<file path="src/rtl/pcmcs_pkg.sv">
package pcmcs_pkg;
	localparam int          LVL_W          = 7;
	localparam logic [31:0] CSW_OFFSET     = 32'h0000_0000;
	localparam int          BIT_ENABLE     = 0;
	localparam int          BIT_RX_RUN     = 1;
	localparam int          BIT_TX_RUN     = 2;
	localparam int          BIT_TX_FLUSH   = 3;
	localparam int          BIT_RX_FLUSH   = 4;
	localparam int          BIT_TX_LVL_LO  = 5;
	localparam int          BIT_RX_LVL_LO  = 7;
	localparam int          BIT_DMA_ALLOW  = 9;
	localparam int          BIT_TX_ALIGNED = 13;
	localparam int          BIT_RX_ALIGNED = 14;
	localparam int          BIT_TX_FAULT   = 15;
	localparam int          BIT_RX_FAULT   = 16;
	localparam int          BIT_TX_NEEDS   = 17;
	localparam int          BIT_RX_NEEDS   = 18;
	localparam int          BIT_TX_SPACE   = 19;
	localparam int          BIT_RX_HAS     = 20;
	localparam int          BIT_TX_EMPTY   = 21;
	localparam int          BIT_RX_FULL    = 22;
	localparam int          BIT_SIGN_EXT   = 23;
	localparam int          BIT_ECHO       = 24;
	localparam int          BIT_STANDBY    = 25;
	localparam logic [31:0] RW_MASK        = 32'h0380_03e7;
	localparam logic [31:0] ECHO_MASK      = 32'h0100_0000;
	localparam logic [31:0] RX_FAULT_MASK  = 32'h0001_0000;
	localparam logic [31:0] TX_FAULT_MASK  = 32'h0000_8000;
	localparam logic [31:0] STAT_MASK      = 32'h007e_6000;
	localparam logic [31:0] CSW_RESET      = 32'h002a_0000;
	localparam logic [1:0]  RESP_OKAY      = 2'h0;
	localparam logic [1:0]  RESP_DECERR    = 2'h3;
	localparam logic [1:0]  ECHO_BITCLKS   = 2'h2;
	localparam logic [1:0]  FLUSH_BITCLKS  = 2'h2;

	typedef struct packed {
		logic [LVL_W-1:0] rx_level;
		logic [LVL_W-1:0] tx_level;
		logic             rx_fault_evt;
		logic             tx_fault_evt;
	} pcmcs_fifo_stat_t;

	typedef struct packed {
		logic frame_start;
		logic frame_end;
		logic tx_idle;
		logic rx_mid_frame;
		logic tx_mid_frame;
	} pcmcs_frame_evt_t;

	typedef struct packed {
		logic enable;
		logic ram_standby;
		logic rx_flush;
		logic tx_flush;
		logic tx_active;
		logic rx_active;
		logic frame_count_run;
		logic tx_dreq;
		logic rx_dreq;
	} pcmcs_ctrl_t;
endpackage

</file>
<file path="src/rtl/pcmcs_top.sv">
// Behaviour
// - FIFO RAMs stay in standby while the standby release bit is zero.
// - The echo bit reads back its written value after two bit clocks.
// - With sign extension on, the received channel MSB fills higher bits.
// - Receive full flag is high when the receive FIFO is full.
// - Transmit empty flag is high when the transmit FIFO is empty; resets high.
// - Receive has-sample flag is high while the receive FIFO holds data.
// - Transmit has-space flag is high unless the FIFO is full; resets high.
// - Receive needs-read is high while fill is at or above its threshold.
// - Transmit needs-write is high while fill is below its threshold; resets high.
// - FIFO under or overflow latches a fault flag; writing one clears it.
// - Frame-aligned flags show whole frames held, counting the partial frame.
// - With DMA allowed, requests follow transmit and receive levels versus limits.
// - Receive level select picks one sample, two partial levels, or full.
// - Transmit level select picks empty, two partial levels, or full but one.
// - Receive flush empties the FIFO within two bit clocks; reads zero.
// - Transmit flush empties the FIFO within two bit clocks; reads zero.
// - Clearing transmit run stops at once if idle, else at frame end.
// - Setting transmit run starts at the next frame start, channel one first.
// - The frame counter runs while the enable bit and transmit or receive run are set.
// - Reserved bits are written as zero and read here as zero.
// - Receive run stops at frame end and starts at the next frame start.
// - With the enable bit clear, most logic is held off.
//
// The register addresses and the AXI4-Lite slave port were chosen for this implementation.
module pcmcs_top #(
	parameter int DEPTH = 64,
	parameter int AW    = 8
) (
	input  wire logic                      sys_clk,
	input  wire logic                      rst_n,
	input  wire logic [AW-1:0]             s_axi_awaddr,
	input  wire logic                      s_axi_awvalid,
	output logic                           s_axi_awready,
	input  wire logic [31:0]               s_axi_wdata,
	input  wire logic [3:0]                s_axi_wstrb,
	input  wire logic                      s_axi_wvalid,
	output logic                           s_axi_wready,
	output logic [1:0]                     s_axi_bresp,
	output logic                           s_axi_bvalid,
	input  wire logic                      s_axi_bready,
	input  wire logic [AW-1:0]             s_axi_araddr,
	input  wire logic                      s_axi_arvalid,
	output logic                           s_axi_arready,
	output logic [31:0]                    s_axi_rdata,
	output logic [1:0]                     s_axi_rresp,
	output logic                           s_axi_rvalid,
	input  wire logic                      s_axi_rready,
	input  wire logic                      pcm_clk,
	input  wire pcmcs_pkg::pcmcs_fifo_stat_t fifo_stat,
	input  wire pcmcs_pkg::pcmcs_frame_evt_t frame_evt,
	input  wire logic [31:0]               rx_raw_data,
	input  wire logic                      rx_raw_valid,
	input  wire logic [4:0]                channel_width,
	input  wire logic [pcmcs_pkg::LVL_W-1:0] tx_dma_level,
	input  wire logic [pcmcs_pkg::LVL_W-1:0] rx_dma_level,
	output pcmcs_pkg::pcmcs_ctrl_t         ctrl,
	output logic [31:0]                    rx_data,
	output logic                           rx_data_valid
);
	localparam int LW = pcmcs_pkg::LVL_W;

	if (DEPTH < 4 || DEPTH % 4 != 0 || DEPTH > 2**LW - 1 || AW < 3 || AW > 32) begin : g_bad_cfg
		$error("pcmcs_top: DEPTH or AW out of range");
	end

	function automatic logic addr_hit(input logic [AW-1:0] a);
		return a[AW-1:2] == pcmcs_pkg::CSW_OFFSET[AW-1:2];
	endfunction

	function automatic logic [31:0] byte_mask(input logic [3:0] s);
		return {{8{s[3]}}, {8{s[2]}}, {8{s[1]}}, {8{s[0]}}};
	endfunction

	// Thresholds: 1, quarter, three quarters, full
	function automatic logic [LW-1:0] rx_thr(input logic [1:0] sel);
		unique case (sel)
			2'h0: return LW'(1);
			2'h1: return LW'(DEPTH / 4);
			2'h2: return LW'(DEPTH * 3 / 4);
			2'h3: return LW'(DEPTH);
		endcase
	endfunction

	// Flag holds while fill is below: 1 (empty), quarter, three quarters, full less one
	function automatic logic [LW-1:0] tx_thr(input logic [1:0] sel);
		unique case (sel)
			2'h0: return LW'(1);
			2'h1: return LW'(DEPTH / 4);
			2'h2: return LW'(DEPTH * 3 / 4);
			2'h3: return LW'(DEPTH - 1);
		endcase
	endfunction

	function automatic logic [31:0] sign_fill(input logic [31:0] d, input logic [4:0] msb);
		logic [31:0] r;
		r = d;
		for (int i = 0; i < 32; i++) begin
			if (i > int'(msb)) begin
				r[i] = d[msb];
			end
		end
		return r;
	endfunction

	logic        rst_meta_q;
	logic        rst_sync_n;
	logic        pclk_s1_q;
	logic        pclk_s2_q;
	logic        pclk_s3_q;
	logic        awready_q;
	logic        wready_q;
	logic        bvalid_q;
	logic [1:0]  bresp_q;
	logic        arready_q;
	logic        rvalid_q;
	logic [1:0]  rresp_q;
	logic [31:0] rdata_q;
	logic [AW-1:0] awaddr_q;
	logic [AW-1:0] araddr_q;
	logic [31:0] wdata_q;
	logic [3:0]  wstrb_q;
	logic [31:0] cfg_q;
	logic [31:0] stat_q;
	logic [31:0] stat_d;
	logic [1:0]  fault_q;
	logic        echo_s1_q;
	logic        echo_q;
	logic [1:0]  flush_q;
	logic [1:0]  flush_cnt_q [2];
	pcmcs_pkg::pcmcs_ctrl_t ctrl_q;
	pcmcs_pkg::pcmcs_ctrl_t ctrl_d;
	logic [31:0] rxd_q;
	logic        rxv_q;

	always_ff @(posedge sys_clk or negedge rst_n) begin
		if (!rst_n) begin
			rst_meta_q <= 1'b0;
			rst_sync_n <= 1'b0;
		end else begin
			rst_meta_q <= 1'b1;
			rst_sync_n <= rst_meta_q;
		end
	end

	// Bit clock is slow against sys_clk, so sampling finds every edge
	always_ff @(posedge sys_clk or negedge rst_sync_n) begin
		if (!rst_sync_n) begin
			pclk_s1_q <= 1'b0;
			pclk_s2_q <= 1'b0;
			pclk_s3_q <= 1'b0;
		end else begin
			pclk_s1_q <= pcm_clk;
			pclk_s2_q <= pclk_s1_q;
			pclk_s3_q <= pclk_s2_q;
		end
	end

	wire pcm_rise = pclk_s2_q & ~pclk_s3_q;

	// AXI4-Lite slave: one write and one read in flight
	wire aw_take = s_axi_awvalid & awready_q;
	wire w_take  = s_axi_wvalid & wready_q;
	wire ar_take = s_axi_arvalid & arready_q;
	wire wr_fire = ~awready_q & ~wready_q & ~bvalid_q;
	wire rd_fire = ~arready_q & ~rvalid_q;
	wire wr_hit  = wr_fire & addr_hit(awaddr_q);
	wire b_done  = bvalid_q & s_axi_bready;
	wire r_done  = rvalid_q & s_axi_rready;
	wire [31:0] wm  = byte_mask(wstrb_q);
	wire [31:0] wsel = wdata_q & wm;

	always_ff @(posedge sys_clk or negedge rst_sync_n) begin
		if (!rst_sync_n) begin
			awready_q <= 1'b1;
			wready_q  <= 1'b1;
			bvalid_q  <= 1'b0;
			bresp_q   <= pcmcs_pkg::RESP_OKAY;
			awaddr_q  <= '0;
			wdata_q   <= '0;
			wstrb_q   <= '0;
		end else begin
			if (aw_take) begin
				awready_q <= 1'b0;
				awaddr_q  <= s_axi_awaddr;
			end
			if (w_take) begin
				wready_q <= 1'b0;
				wdata_q  <= s_axi_wdata;
				wstrb_q  <= s_axi_wstrb;
			end
			if (wr_fire) begin
				bvalid_q <= 1'b1;
				bresp_q  <= wr_hit ? pcmcs_pkg::RESP_OKAY : pcmcs_pkg::RESP_DECERR;
			end
			if (b_done) begin
				bvalid_q  <= 1'b0;
				awready_q <= 1'b1;
				wready_q  <= 1'b1;
			end
		end
	end

	// Reserved and write-only bits read as zero
	wire [31:0] rd_word = (cfg_q & pcmcs_pkg::RW_MASK & ~pcmcs_pkg::ECHO_MASK)
		| ({32{echo_q}} & pcmcs_pkg::ECHO_MASK)
		| stat_q
		| ({32{fault_q[1]}} & pcmcs_pkg::RX_FAULT_MASK)
		| ({32{fault_q[0]}} & pcmcs_pkg::TX_FAULT_MASK);

	always_ff @(posedge sys_clk or negedge rst_sync_n) begin
		if (!rst_sync_n) begin
			arready_q <= 1'b1;
			rvalid_q  <= 1'b0;
			rresp_q   <= pcmcs_pkg::RESP_OKAY;
			rdata_q   <= '0;
			araddr_q  <= '0;
		end else begin
			if (ar_take) begin
				arready_q <= 1'b0;
				araddr_q  <= s_axi_araddr;
			end
			if (rd_fire) begin
				rvalid_q <= 1'b1;
				rresp_q  <= addr_hit(araddr_q) ? pcmcs_pkg::RESP_OKAY : pcmcs_pkg::RESP_DECERR;
				rdata_q  <= addr_hit(araddr_q) ? rd_word : 32'h0000_0000;
			end
			if (r_done) begin
				rvalid_q  <= 1'b0;
				arready_q <= 1'b1;
			end
		end
	end

	// Only the writable fields are stored; reserved write data is dropped
	wire [31:0] cfg_wm = wm & pcmcs_pkg::RW_MASK;
	wire [31:0] cfg_d  = wr_hit ? ((cfg_q & ~cfg_wm) | (wdata_q & cfg_wm)) : cfg_q;

	wire en        = cfg_q[pcmcs_pkg::BIT_ENABLE];
	wire tx_run    = cfg_q[pcmcs_pkg::BIT_TX_RUN];
	wire rx_run    = cfg_q[pcmcs_pkg::BIT_RX_RUN];
	wire dma_allow = cfg_q[pcmcs_pkg::BIT_DMA_ALLOW];
	wire sign_ext  = cfg_q[pcmcs_pkg::BIT_SIGN_EXT];
	wire [1:0] rx_sel = cfg_q[pcmcs_pkg::BIT_RX_LVL_LO +: 2];
	wire [1:0] tx_sel = cfg_q[pcmcs_pkg::BIT_TX_LVL_LO +: 2];

	// Set beats clear when a fault arrives with the clearing write
	wire [1:0] fault_clr = {2{wr_hit}}
		& {wsel[pcmcs_pkg::BIT_RX_FAULT], wsel[pcmcs_pkg::BIT_TX_FAULT]};
	wire [1:0] fault_evt = {fifo_stat.rx_fault_evt, fifo_stat.tx_fault_evt};
	wire [1:0] fault_d   = fault_evt | (fault_q & ~fault_clr);

	always_ff @(posedge sys_clk or negedge rst_sync_n) begin
		if (!rst_sync_n) begin
			cfg_q   <= '0;
			fault_q <= '0;
			stat_q  <= pcmcs_pkg::CSW_RESET & pcmcs_pkg::STAT_MASK;
		end else begin
			cfg_q   <= cfg_d;
			fault_q <= fault_d;
			stat_q  <= stat_d;
		end
	end

	// Echo moves on bit-clock edges only, two stages deep
	always_ff @(posedge sys_clk or negedge rst_sync_n) begin
		if (!rst_sync_n) begin
			echo_s1_q <= 1'b0;
			echo_q    <= 1'b0;
		end else if (pcm_rise) begin
			echo_s1_q <= cfg_q[pcmcs_pkg::BIT_ECHO];
			echo_q    <= echo_s1_q;
		end
	end

	// Index 1 is receive, 0 is transmit; a new request restarts the count
	wire [1:0] flush_set = {2{wr_hit}}
		& {wsel[pcmcs_pkg::BIT_RX_FLUSH], wsel[pcmcs_pkg::BIT_TX_FLUSH]};

	wire [1:0] flush_last;

	for (genvar g = 0; g < 2; g++) begin : g_flush
		assign flush_last[g] = flush_q[g] & pcm_rise
			& (flush_cnt_q[g] == pcmcs_pkg::FLUSH_BITCLKS - 2'h1);
	end

	// One process owns both flush bits so each flop has a single driver
	always_ff @(posedge sys_clk or negedge rst_sync_n) begin
		if (!rst_sync_n) begin
			flush_q        <= 2'h0;
			flush_cnt_q[0] <= 2'h0;
			flush_cnt_q[1] <= 2'h0;
		end else begin
			for (int i = 0; i < 2; i++) begin
				if (flush_set[i]) begin
					flush_q[i]     <= 1'b1;
					flush_cnt_q[i] <= 2'h0;
				end else if (flush_last[i]) begin
					flush_q[i] <= 1'b0;
				end else if (flush_q[i] && pcm_rise) begin
					flush_cnt_q[i] <= flush_cnt_q[i] + 2'h1;
				end
			end
		end
	end

	// Levels and flags; assumes two channels to a frame
	wire [LW-1:0] rx_lvl = fifo_stat.rx_level;
	wire [LW-1:0] tx_lvl = fifo_stat.tx_level;

	always_comb begin
		stat_d = 32'h0000_0000;
		stat_d[pcmcs_pkg::BIT_RX_FULL]    = rx_lvl >= LW'(DEPTH);
		stat_d[pcmcs_pkg::BIT_TX_EMPTY]   = tx_lvl == '0;
		stat_d[pcmcs_pkg::BIT_RX_HAS]     = rx_lvl != '0;
		stat_d[pcmcs_pkg::BIT_TX_SPACE]   = tx_lvl < LW'(DEPTH);
		stat_d[pcmcs_pkg::BIT_RX_NEEDS]   = rx_lvl >= rx_thr(rx_sel);
		stat_d[pcmcs_pkg::BIT_TX_NEEDS]   = tx_lvl < tx_thr(tx_sel);
		stat_d[pcmcs_pkg::BIT_RX_ALIGNED] = ~(rx_lvl[0] ^ frame_evt.rx_mid_frame);
		stat_d[pcmcs_pkg::BIT_TX_ALIGNED] = ~(tx_lvl[0] ^ frame_evt.tx_mid_frame);
	end

	// Run control: starts wait for a frame start so channel one leads
	wire tx_start = tx_run & frame_evt.frame_start & ~ctrl_q.tx_active;
	wire tx_stop  = ~tx_run & ctrl_q.tx_active & (frame_evt.tx_idle | frame_evt.frame_end);
	wire rx_start = rx_run & frame_evt.frame_start & ~ctrl_q.rx_active;
	wire rx_stop  = ~rx_run & ctrl_q.rx_active & frame_evt.frame_end;

	always_comb begin
		ctrl_d                 = ctrl_q;
		ctrl_d.enable          = en;
		ctrl_d.ram_standby     = ~cfg_q[pcmcs_pkg::BIT_STANDBY];
		ctrl_d.rx_flush        = flush_q[1];
		ctrl_d.tx_flush        = flush_q[0];
		ctrl_d.frame_count_run = en & (tx_run | rx_run);
		ctrl_d.tx_dreq         = en & dma_allow & (tx_lvl < tx_dma_level);
		ctrl_d.rx_dreq         = en & dma_allow & (rx_lvl > rx_dma_level);
		if (tx_start) begin
			ctrl_d.tx_active = 1'b1;
		end else if (tx_stop) begin
			ctrl_d.tx_active = 1'b0;
		end
		if (rx_start) begin
			ctrl_d.rx_active = 1'b1;
		end else if (rx_stop) begin
			ctrl_d.rx_active = 1'b0;
		end
		if (!en) begin
			ctrl_d.tx_active = 1'b0;
			ctrl_d.rx_active = 1'b0;
		end
	end

	always_ff @(posedge sys_clk or negedge rst_sync_n) begin
		if (!rst_sync_n) begin
			ctrl_q <= '{ram_standby: 1'b1, default: 1'b0};
		end else begin
			ctrl_q <= ctrl_d;
		end
	end

	// Receive data path is held while disabled
	always_ff @(posedge sys_clk or negedge rst_sync_n) begin
		if (!rst_sync_n) begin
			rxd_q <= '0;
			rxv_q <= 1'b0;
		end else begin
			rxv_q <= rx_raw_valid & en;
			if (rx_raw_valid && en) begin
				rxd_q <= sign_ext ? sign_fill(rx_raw_data, channel_width) : rx_raw_data;
			end
		end
	end

	assign s_axi_awready = awready_q;
	assign s_axi_wready  = wready_q;
	assign s_axi_bvalid  = bvalid_q;
	assign s_axi_bresp   = bresp_q;
	assign s_axi_arready = arready_q;
	assign s_axi_rvalid  = rvalid_q;
	assign s_axi_rresp   = rresp_q;
	assign s_axi_rdata   = rdata_q;
	assign ctrl          = ctrl_q;
	assign rx_data       = rxd_q;
	assign rx_data_valid = rxv_q;
endmodule

</file>
<file path="config.mk">
export PLATFORM = sky130hd
export DESIGN_NAME = pcmcs_top
export DESIGN_NICKNAME = d
export VERILOG_FILES = /design/src/rtl/pcmcs_pkg.sv /design/src/rtl/pcmcs_top.sv
export SDC_FILE = /design/constraint.sdc
export NUM_CORES = 1
export LEC_CHECK = 0
export BUFFER_PORTS_ARGS = -buffer_cell sky130_fd_sc_hd__buf_4
export CAP_MARGIN = 20
export CORE_AREA = 5 5 126 128
export CTS_BUF_LIST = sky130_fd_sc_hd__clkbuf_2 sky130_fd_sc_hd__clkbuf_4 sky130_fd_sc_hd__clkbuf_8
export CTS_CLUSTER_SIZE = 14
export DETAILED_ROUTE_END_ITERATION = 16
export DIE_AREA = 0 0 131 133
export GPL_TIMING_DRIVEN = 1
export PLACE_DENSITY = 0.78
export RECOVER_POWER = 25
export SLEW_MARGIN = 15
export SYNTH_ARGS = -nofsm -noshare
export SYNTH_HDL_FRONTEND = slang
export SYNTH_SLANG_ARGS = --single-unit
</file>
<file path="constraint.sdc">
create_clock -name sys_clk -period 8.8 [get_ports sys_clk]
set_clock_uncertainty 0.05 [all_clocks]
set_input_delay 0.44 -clock sys_clk [delete_from_list [all_inputs] [get_ports sys_clk]]
set_output_delay 0.44 -clock sys_clk [all_outputs]
set_load 0.1 [all_outputs]
</file>
After elaboration in Yosys (flattened, before gate mapping). Index checks and enable logic that the tools add are counted.

Register bits after elaboration: 190. Latch bits: 0. Memory bits (writable): 0. Memory bits (read-only): 0. Input port bits: 133. Output and inout port bits: 83. Logic and storage cells: 231. Memories: 0.

Add/subtract/negate cells: 2. $mul: 0. Divide/modulo/power cells: 0. $lt $le $gt $ge: 38. Equality and inequality tests: 12. Shift-type cells: 0. Mux-type cells: 64. Bitwise logic cells: 58. Reductions and logical operators: 20.

Operators by type and width (number): 5-bit greater-than comparator (first input constant) (16); 7-bit case mux with 4 select lines (2); 1-bit 2-to-1 mux (50); 4-bit by 5-bit greater-than comparator with 1-bit output (first input constant) (8); 32-bit by 26-bit bitwise AND with 32-bit output (1); 32-bit bitwise AND (1); 32-bit 2-to-1 mux (1); 26-bit inverter with 32-bit output (1); 32-bit OR (1); 1-bit bitwise AND (27); 26-bit 2-to-1 mux (1); 26-bit by 16-bit OR with 26-bit output (1); 26-bit by 17-bit OR with 26-bit output (1); 26-bit by 23-bit OR with 26-bit output (1); 26-bit by 25-bit OR with 26-bit output (1); 3-bit by 5-bit greater-than comparator with 1-bit output (first input constant) (4); 2-bit 2-to-1 mux (9); 2-bit nonzero test (9); 17-bit bitwise AND (1); 7-bit less-than comparator (2); 1-bit inverter (13); 6-bit logical NOT (2); 2-bit by 5-bit greater-than comparator with 1-bit output (first input constant) (2); 2-bit by 1-bit == test with 1-bit output (second input constant) (4); 21 further kinds (35).

Longest topological paths before layout. Gate-level depths: netlist of the first run.

Depth in word-level cells: 8. Mapped depth: 9. Gate-level depth less buffers: 8.

Worst setup path before layout of the first run. OpenSTA, ideal clock, no wires.

Path type: input -> register. Start: input port channel_width[3]. End: register rxd_q[22], in the netlist rx_data[22]. Setup time: 0.080 ns. Data arrival time: 2.464 ns. Data required time: 8.670 ns. Slack: 6.205 ns. Cell stages on the path: 8. Path buffers: 3. Path through: buf_4 mux2i_1 mux4_2 a221o_1 or4_1 buf_2 buf_6 o22ai_2.

Word-level cells in the longest chain between the ends: 4. Elaborated cells between the ends (all ways): 5. Those cells by class: order compare (1); mux (4).

RTL lines: from (decl) (line pcmcs_top.sv:54) `input wire logic [4:0] channel_width,`; 1-bit binary-select mux with 5-bit select (line pcmcs_top.sv:100) `r[i] = d[msb];`; 1-bit 2-to-1 mux (implied by the code) (line pcmcs_top.sv:100); 1-bit 2-to-1 mux (*) (line pcmcs_top.sv:99) `if (i > int'(msb)) begin`; 32-bit 2-to-1 mux (*) (line pcmcs_top.sv:370) `rxd_q <= sign_ext ? sign_fill(rx_raw_data, channel_width) : rx_raw_data;`; to (signal assigned) (line pcmcs_top.sv:370); to (decl) (line pcmcs_top.sv:133) `logic [31:0] rxd_q;`.

Mark *: on every way between the ends. The rest lies on a longest branch, timed or not. The select of a mux whose other input is x is not followed. A chain may end at the register's enable or synchronous reset.

==> out/metrics.csv, run 1 <==
metric,value,unit
status,finished with violations,
violations,"capacitance limit, slew limit",
rsz0062_at_grt,no,
ios,216,
post-route-period-util,35.22,%
path_clk_slew,0.08,ns
fin_nets,906,
internal-power,0.001473,W
grt_pass1_wl,25360,um
areaGrowthSynthToFinish,29.05,%
synth_simple_gate_area_share,9.539,%
finalCriticalPeriod,3.100,ns
hpwl,11800,um
end_kind,async pin,
htree_levels,4,
drt-total-wl,16150,um
fin_setup_tns,0,ns
ys_seq_area_share,52.91,%
p_comb_share,47.7,%
cp_slowest_stage_delay,2.05,ns
syn_avg_cell_area,11.25,um2
ys_warn_count,0,
critPathTopFamily,flip-flops,
power_frac_seq,34.2,%
synth_top_family_by_area,compound AO/OA/AOI/OAI gates,
setup_viol,0,
final_core_util,56.00,%
cts_tree,built,
place_congestion,0.8650,
initial_core_util,43.39,%
dr.pass1.iters,4,
die_w,131,um
ir_worst_vdd,0.2528,mV
core,14750,um2
antenna_found_initial,0,
overflow,0,
antenna_cells,0,
synthXorXnorAreaFrac,0.5473,%
fillers,1304,
synthFlopType,dfrtp_1,
max_freq,322.6,MHz
grt_pass1_vias,5058,
synth_cells,569,
vias_per_cell,5.310,
drc,0,
arrival,3.50,ns
crit_required,9.20,ns
drive_above_1_share,36.99,%
cts_buffers,17,
synth-compound-area-share,15.03,%
ctsLongestPathBuffers,2,
swShare,48.64,%
port_buffers,183,
hold_class,input pin to flip-flop,
placementRows,45,
cts_setup_buffers,0,
grtUsageMet3,6.056,%
cts_root_buf,clkbuf_8,
worstPathMaxFanout,71,
power.density,347.2,nW/um2
ys_types,46,
p_sw,0.001395,W
track_usage,18.50,%
synth_edf_count,0,
tightestPinTransition,2.533,ns
path_class,flip-flop to async pin,
drt_iter0_markers,370,
die-area,17420,um2
synthMuxAreaShare,10.59,%
pwr-share-clk,18.1,%
final_max_slew_viol_count,64,
crit_buf_inv,1,
use_met2,29.63,%
netlist_area,6401,um2
die_h,133,um
wire_per_inst,17.09,um
synth_fa_ha_area_share,5.668,%
worstSkewPairLatency,0.44,ns
cap_violations,1,
ys_ff_latch,135,
num_vias,5018,
busiest_layer,met2,
cp-start-kind,flip-flop,
slew_headroom,-68.88,%
leakage,3.937,nW
use_met1,23.26,%
slowest_stage,dfrtp_1,
drtAntennaViolNets,0,
cts_num_sinks,135,
grt_start_max_net_pins,72,
hold_viol_final,0,
worstPathCellList,buf_4,
async_flop_share,100.0,%
==> sequential cells by signal, indices dropped and copies added (netlist names), 6 cells and up, named ones only <==
| signal | cells |
|---|---|
| rx_data | 32 |
| araddr_q | 6 |
| wdata_q | 15 |
| awaddr_q | 6 |
| s_axi_rdata | 21 |
| stat_q | 8 |
| ctrl | 9 |
==> synthesized netlist by cell type, types with 9 or more instances <==
library cell,instances,area share (%)
dfrtp_1,128,50
nand2_1,50,2.9
mux2_2,42,7.4
inv_1,35,2.1
ha_1,29,5.7
nor2_1,28,1.6
o21ai_0,27,2.1
a21oi_1,24,1.9
a22o_1,23,3.1
clkbuf_1,23,1.3
nand3_1,18,1.4
buf_4,14,1.6
o211ai_1,14,1.6
o22ai_2,10,2.0
a21o_1,9,1.1
==> logic make-up after synthesis <==
| family | Yosys count |
|---|---|
| AO/OA/AOI/OAI | 134 |
| XOR/XNOR | 4 |
| adder cells (fa/ha/maj) | 29 |
| buffers and inverters | 78 |
| flip-flops | 135 |
| multiplexers | 55 |
| other | 2 |
| AND/OR/NAND/NOR | 132 |
==> final timing paths <==
path,from,to,slack (ns),depth (start not counted)
worst min-delay path,pcm_clk,pclk_s1_q$_DFF_PN0_,0.08,1
min in group asynchronous,rst_n,rst_meta_q$_DFF_PN0_,0.25,2
worst max-delay path,rst_sync_n$_DFF_PN0_,s_axi_rdata[7]$_DFFE_PN0P_,5.70,1
max in group sys_clk,flip-flop,rx_data[28]$_DFFE_PN0P_,5.96,5
worst min register to register,rst_meta_q$_DFF_PN0_,rst_sync_n$_DFF_PN0_,0.31,0
worst max register to register,rst_sync_n$_DFF_PN0_,s_axi_rdata[7]$_DFFE_PN0P_,5.70,1
==> through the flow <==
| step | cell area (um2) | cells | worst slack, ns | hold slack [ns] | total power [W] |
|---|---|---|---|---|---|
| finish | 8260 | 945 | 5.700 | 0.07750 | 0.002868 |
| CTS | 8272 | 944 | 5.936 | 0.01279 | 0.002893 |
| global route | 8260 | 945 | 5.018 | 0.03957 | 0.003020 |
| global placement | 7861 | 911 | 5.599 | 0.1731 | 0.002337 |
| floorplan | 6439 | 579 | 4.722 | 0.09441 | 0.002046 |
| detailed placement | 7861 | 911 | 5.560 | 0.1743 | 0.002367 |
==> layout by cell type (no fill, tap or decap), drive strengths merged, types with 14 or more instances in the layout <==
cell type / n
a22o: 23
buf: 181
nand2: 50
o21ai: 27
inv: 39
a21oi: 24
nand3: 18
ha: 29
mux2: 42
dfrtp: 128
o22ai: 16
nor2: 28
clkbuf: 26
o211ai: 14
==> power groups by stage <==
stage / Combinational (W) / Sequential (W) / Clock, W
floorplan: 0.000441 / 0.00160 / 0
global placement: 0.00135 / 0.000987 / 0
detailed placement: 0.00137 / 0.000994 / 0
CTS: 0.00138 / 0.000982 / 0.000535
global route: 0.00145 / 0.00101 / 0.000564
finish: 0.00137 / 0.000980 / 0.000519
==> layout make-up <==
| cell class | instances | area (um2) | share of cell area [%] |
|---|---|---|---|
| tap | 188 | 235.2 | 2.848 |
| timing repair buffer | 189 | 1406 | 17.03 |
| multi-input combinational | 366 | 2700 | 32.69 |
| inverter | 35 | 131.4 | 1.590 |
| clock inverter | 13 | 145.1 | 1.757 |
| clock buffer | 19 | 255.2 | 3.090 |
| sequential | 135 | 3387 | 41.00 |
==> metal layers <==
| metal | vias up | part of all wire [%] |
|---|---|---|
| met4 | 0 | 1.8 |
| met1 | 2437 | 40 |
| li1 | 2350 | - |
| met5 | - | 0 |
| met2 | 205 | 48 |
| met3 | 26 | 10 |
==> timing repair <==
action,in CTS,in global routing
hold endpoints to repair,2,0
gates resized for setup,0,0
hold buffers,1,0
Power figures use the tool's default switching activity.
==> run 2: changes to the inputs <==
- clock period: 8.8 -> 3 ns (I/O delays scaled with it)
==> run 2 against run 1 <==
Effect of this change:
- the flow still finishes with violations (capacitance limit, slew limit)
- clock power rose to 2.9 times the previous value
- non-clock buffer count up 91
- sequential share of layout area decreased by 4.0 points
- flip-flop and latch count is the same
- first-iteration DRC count up 28%
- register-to-register slack got worse by 5.2 ns
- combinational power grew to 3.1 times the previous value
- sequential power grew to 2.9 times the previous value
- critical path depth grew 6
- worst hold slack worse by 0.018 ns
- final area is 11% higher
- via count up 10%
==> out/metrics.csv, run 2 (same netlist as run 1, synthesis figures left out) <==
metric,value,unit
num_vias,5540,
drc,0,
drt-total-wl,18490,um
hold_class,input pin to flip-flop,
finalCriticalPeriod,2.564,ns
p_sw,0.004216,W
fillers,1156,
power.density,932.4,nW/um2
violations,"capacitance limit, slew limit",
cts_root_buf,clkbuf_8,
endpoint,rx_data[21]$_DFFE_PN0P_,
initial_core_util,43.39,%
worstSetupPathDepth,7,
critPathTopFamily,simple AND/OR/NAND/NOR gates,
track_usage,21.12,%
cap_violations,1,
final_cell_mix,"buf_4 (183), dfrtp_1 (127), dlygate4sd3_1 (92)",
drtAntennaViolNets,0,
worstSkewPairLatency,0.46,ns
hpwl,11840,um
max_freq,390.0,MHz
drive_above_1_share,33.73,%
rr_worst_depth,5,
core,14750,um2
dr.pass1.iters,5,
power_frac_seq,33.6,%
pwr-share-clk,17.4,%
cp-start-kind,input pin,
tightestPinTransition,1.791,ns
crit_required,3.32,ns
ctsLongestPathBuffers,2,
htree_levels,4,
status,finished with violations,
post-route-period-util,85.47,%
place_ws,0.3314,ns
path_clk_slew,0.08,ns
largest_register_ffs,32,
leakage,4.336,nW
grt_start_max_net_pins,134,
crit_buf_inv,2,
hold_viol_final,0,
grt_pass1_wl,28840,um
die_w,131,um
path_class,input pin to flip-flop,
cts_resized,0,
end_kind,flip-flop,
port_buffers,183,
slew_headroom,-19.42,%
worstPathMaxFanout,15,
startpoint,rx_raw_data[1],
areaGrowthSynthToFinish,43.20,%
antenna_cells,0,
drt_iter0_markers,472,
slowest_stage,or4_1,
swShare,49.33,%
die_h,133,um
r2r-start,awaddr_q[3]$_DFFE_PN0P_,
arrival,2.88,ns
place_congestion,0.8730,
fin_ws,0.4358,ns
setup_viol,0,
ir_worst_vdd,0.5712,mV
placementRows,45,
cp_slowest_stage_delay,0.89,ns
cts_num_sinks,135,
fin_nets,997,
r2r_slack,0.50,ns
die-area,17420,um2
final_max_slew_viol_count,134,
final_area,9166,um2
cts_buffers,17,
vias_per_cell,5.347,
p_comb_share,49.0,%
worstPathCellList,"dlygate4sd3_1, buf_4, mux2i_1, mux4_2, a221o_1, or4_1, o22ai_1",
final_common_cell,buf_4,
grt_pass1_vias,5715,
wire_per_inst,17.85,um
ios,216,
cts_tree,built,
antenna_found_initial,0,
fin_setup_tns,0,ns
rsz0062_at_grt,no,
internal-power,0.004330,W
overflow,0,
detailed_place.area,7881,um2
-- run 2: cell types whose count changed in the layout (fill, tap and decap cells not counted), moves of 3 or more --
cell,delta
buf_4,+3
clkbuf_1,-4
dlygate4sd3_1,+91
inv_6,+3
-- run 2: layer usage --
metal | up-vias | wire [um] | track usage [%]
li1 | 2539 | - | -
met1 | 2688 | 7078 | 24.97
met2 | 271 | 9203 | 35.81
met3 | 42 | 1672 | 5.894
met4 | 0 | 535 | 8.629
met5 | - | 0 | 0
-- run 2: how the worst min path moves through the flow --
| stage | startpoint | endpoint | cells past startpoint |
|---|---|---|---|
| detailed placement | rst_n | rst_sync_n$_DFF_PN0_ | 1 |
| floorplan | rst_n | rst_meta_q$_DFF_PN0_ | 0 |
| global route | rx_raw_data[11] | rx_data[11]$_DFFE_PN0P_ | 3 |
| global placement | rst_n | rst_meta_q$_DFF_PN0_ | 1 |
| finish | rx_raw_data[11] | rx_data[11]$_DFFE_PN0P_ | 3 |
| CTS | rx_raw_valid | rx_data[11]$_DFFE_PN0P_ | 3 |
-- run 2: layout make-up --
type	count	area [um2]	area share (%)
clock buffers	18	247.7	2.703
clock inverters	14	136.4	1.488
inverters	35	131.4	1.433
multi-input cells	366	2700	29.46
flip-flops and latches	135	3391	36.99
well taps	188	235.2	2.566
repair buffers	280	2325	25.36
-- run 2: worst min-delay path, stage by stage --
cell	delay, ns
buf_4	0.09
and3_1	0.14
a221o_1	0.14
-- run 2: power groups by stage --
stage	Clock, W	Combinational, W	Sequential [W]
after floorplan	0	0.00129	0.00471
after global placement	0	0.00398	0.00288
after detailed placement	0	0.00406	0.00289
after CTS	0.00152	0.00418	0.00286
after global routing	0.00161	0.00440	0.00295
final	0.00149	0.00419	0.00287
-- run 2: what timing repair did --
item / 4_1_cts / 5_1_grt
endpoints found under the hold margin: 81 / 0
hold buffers: 92 / 0
buffers inserted: 0 / 0
-- run 2: metrics by stage --
stage / hold slack, ns / power, W / std cells / utilization [%]
floorplan: -0.1956 / 0.006000 / 579 / -
global placement: -0.1170 / 0.006857 / 912 / 53.43
detailed placement: -0.1138 / 0.006955 / 912 / 53.43
CTS: 0.04026 / 0.008562 / 1036 / 62.27
global route: 0.06499 / 0.008956 / 1036 / 62.14
finish: 0.05958 / 0.008547 / 1036 / 62.14
==> run 3: changes to the inputs <==
- BUFFER_PORTS_ARGS: -buffer_cell sky130_fd_sc_hd__buf_4 -> not set
- DONT_BUFFER_PORTS: not set -> 1
- PLACE_DENSITY: 0.78 -> 0.66
==> run 3 against run 2 <==
Effect of this change:
- sequential power rose by 54%
- critical path type is now flip-flop to flip-flop
- the run still ends with capacitance limit, slew limit left
- sequential share of layout area rose by 4.7 points
- global-route usage fell by 0.96 points
- cell count fell by 14%
- combinational power fell by 43%
==> out/metrics.csv, run 3 (same netlist as run 1, synthesis figures left out) <==
metric,value,unit
status,finished with violations,
violations,"capacitance limit, slew limit",
num_vias,5078,
setup_viol,0,
path_clk_slew,0.08,ns
cap_violations,1,
antenna_found_initial,1,
multi_input_area,2704,um2
drive_above_1_share,16.43,%
cp_slowest_stage_delay,0.94,ns
place_congestion,0.8411,
ios,216,
critPathTopFamily,buffers and inverters,
worstSkewPairLatency,0.43,ns
leakage,3.585,nW
ir_worst_vdd,0.8445,mV
cts_num_sinks,135,
wire_per_inst,20.11,um
p_sw,0.004167,W
drt_iter0_markers,346,
hold_class,input pin to flip-flop,
cts_tree,built,
final_max_slew_viol_count,53,
slowest_stage,clkbuf_1,
track_usage,20.17,%
cp-start-kind,flip-flop,
areaGrowthSynthToFinish,27.07,%
drtAntennaViolNets,0,
largest_register_ffs,32,
drt-total-wl,18000,um
port_buffers,0,
grt_pass1_vias,5355,
finalCriticalPeriod,2.768,ns
die_h,133,um
p_comb_share,28.9,%
htree_levels,4,
seqCellArea,3390,um2
arrival,3.03,ns
grt_start_max_net_pins,82,
hpwl,11500,um
total_power,0.008207,W
tightestPinTransition,2.212,ns
swShare,50.78,%
power_frac_seq,53.7,%
fin_nets,855,
fillers,1196,
final_cell_mix,"dfrtp_1 (126), dlygate4sd3_1 (116), nand2_1 (50)",
final_common_cell,dfrtp_1,
placementRows,45,
end_kind,flip-flop,
internal-power,0.004040,W
die_w,131,um
power.density,1009,nW/um2
ctsLongestPathBuffers,2,
cts_root_buf,clkbuf_8,
rsz0062_at_grt,no,
hold_viol_final,0,
vias_per_cell,5.674,
cts_buffers,17,
worstPathMaxFanout,23,
slew_headroom,-47.45,%
core,14750,um2
path_class,flip-flop to flip-flop,
die-area,17420,um2
initial_core_util,43.39,%
pwr-share-clk,17.4,%
drc,0,
overflow,0,
crit_buf_inv,2,
worstPathCellList,"clkbuf_1, or2_2, nor4_2, buf_4, a22o_1",
max_freq,361.3,MHz
dr.pass1.iters,6,
grt_pass1_wl,27670,um
crit_required,3.26,ns
fin_setup_tns,0,ns
post-route-period-util,92.25,%
run 3: worst paths after layout:
path | slack, ns | cells after the start | end | startpoint
min | 0.05 | 3 | rx_data[14]$_DFFE_PN0P_ | channel_width[4]
min in group asynchronous | 0.42 | 2 | rst_meta_q$_DFF_PN0_ | rst_n
max reg2reg | 0.23 | 5 | s_axi_rdata[14]$_DFFE_PN0P_ | s_axi_arready$_DFFE_PN1P_
max in group asynchronous | 0.58 | 0 | s_axi_rresp[0]$_DFFE_PN0P_ | rst_sync_n$_DFF_PN0_
max | 0.23 | 5 | s_axi_rdata[14]$_DFFE_PN0P_ | s_axi_arready$_DFFE_PN1P_
min reg2reg | 0.30 | 0 | rst_sync_n$_DFF_PN0_ | rst_meta_q$_DFF_PN0_
run 3: area by class of cell:
cell class / instances / area share (%)
multi-input cells: 366 / 33.24
inverters: 35 / 1.661
repair buffers: 137 / 15.91
diodes: 1 / 0.03076
clock inverters: 13 / 1.323
repair inverters: 1 / 0.06153
flip-flops and latches: 135 / 41.67
well taps: 188 / 2.892
clock buffers: 19 / 3.215
run 3: worst reg2reg max path, delay by kind of cell, from the launching register on:
kind	cells	cell delay (ns)
compound gates	1	0.22
buf+inv	2	1.18
flops	1	0.52
simple gates	2	0.70
run 3: per-layer routing:
layer | track usage [%] | wire [um] | share of wire, % | up-vias
li1 | - | - | - | 2242
met1 | 23.35 | 6404 | 36 | 2501
met2 | 33.80 | 8959 | 50 | 295
met3 | 8.034 | 2235 | 12 | 40
met4 | 6.629 | 400 | 2.2 | 0
met5 | 0 | 0 | 0 | -
run 3: power groups by stage:
stage	registers (W)	logic [W]	clock network (W)
finish	0.00441	0.00237	0.00143
global route	0.00449	0.00257	0.00154
CTS	0.00441	0.00236	0.00147
detailed placement	0.00445	0.00205	0
global placement	0.00441	0.00197	0
floorplan	0.00471	0.00129	0
run 3: stage by stage:
stage / utilization, % / instances / setup slack [ns] / hold WS [ns] / area [um2]
after floorplan: - / 579 / 0.4797 / -0.1956 / 6440
after global placement: 44.84 / 743 / 0.6409 / -0.1955 / 6615
after detailed placement: 44.84 / 743 / 0.6070 / -0.1955 / 6615
after CTS: 55.22 / 891 / 0.05491 / 0.002151 / 8145
after global routing: 55.14 / 895 / 0.1057 / 0.04054 / 8134
final: 55.14 / 895 / 0.2325 / 0.05000 / 8134
run 3: repair_timing:
item / CTS / global route
endpoints found under the setup margin: 0 / 7
hold buffers: 116 / 0
gates resized for setup: 0 / 3
hold endpoints to repair: 84 / 0
buffers inserted: 0 / 2
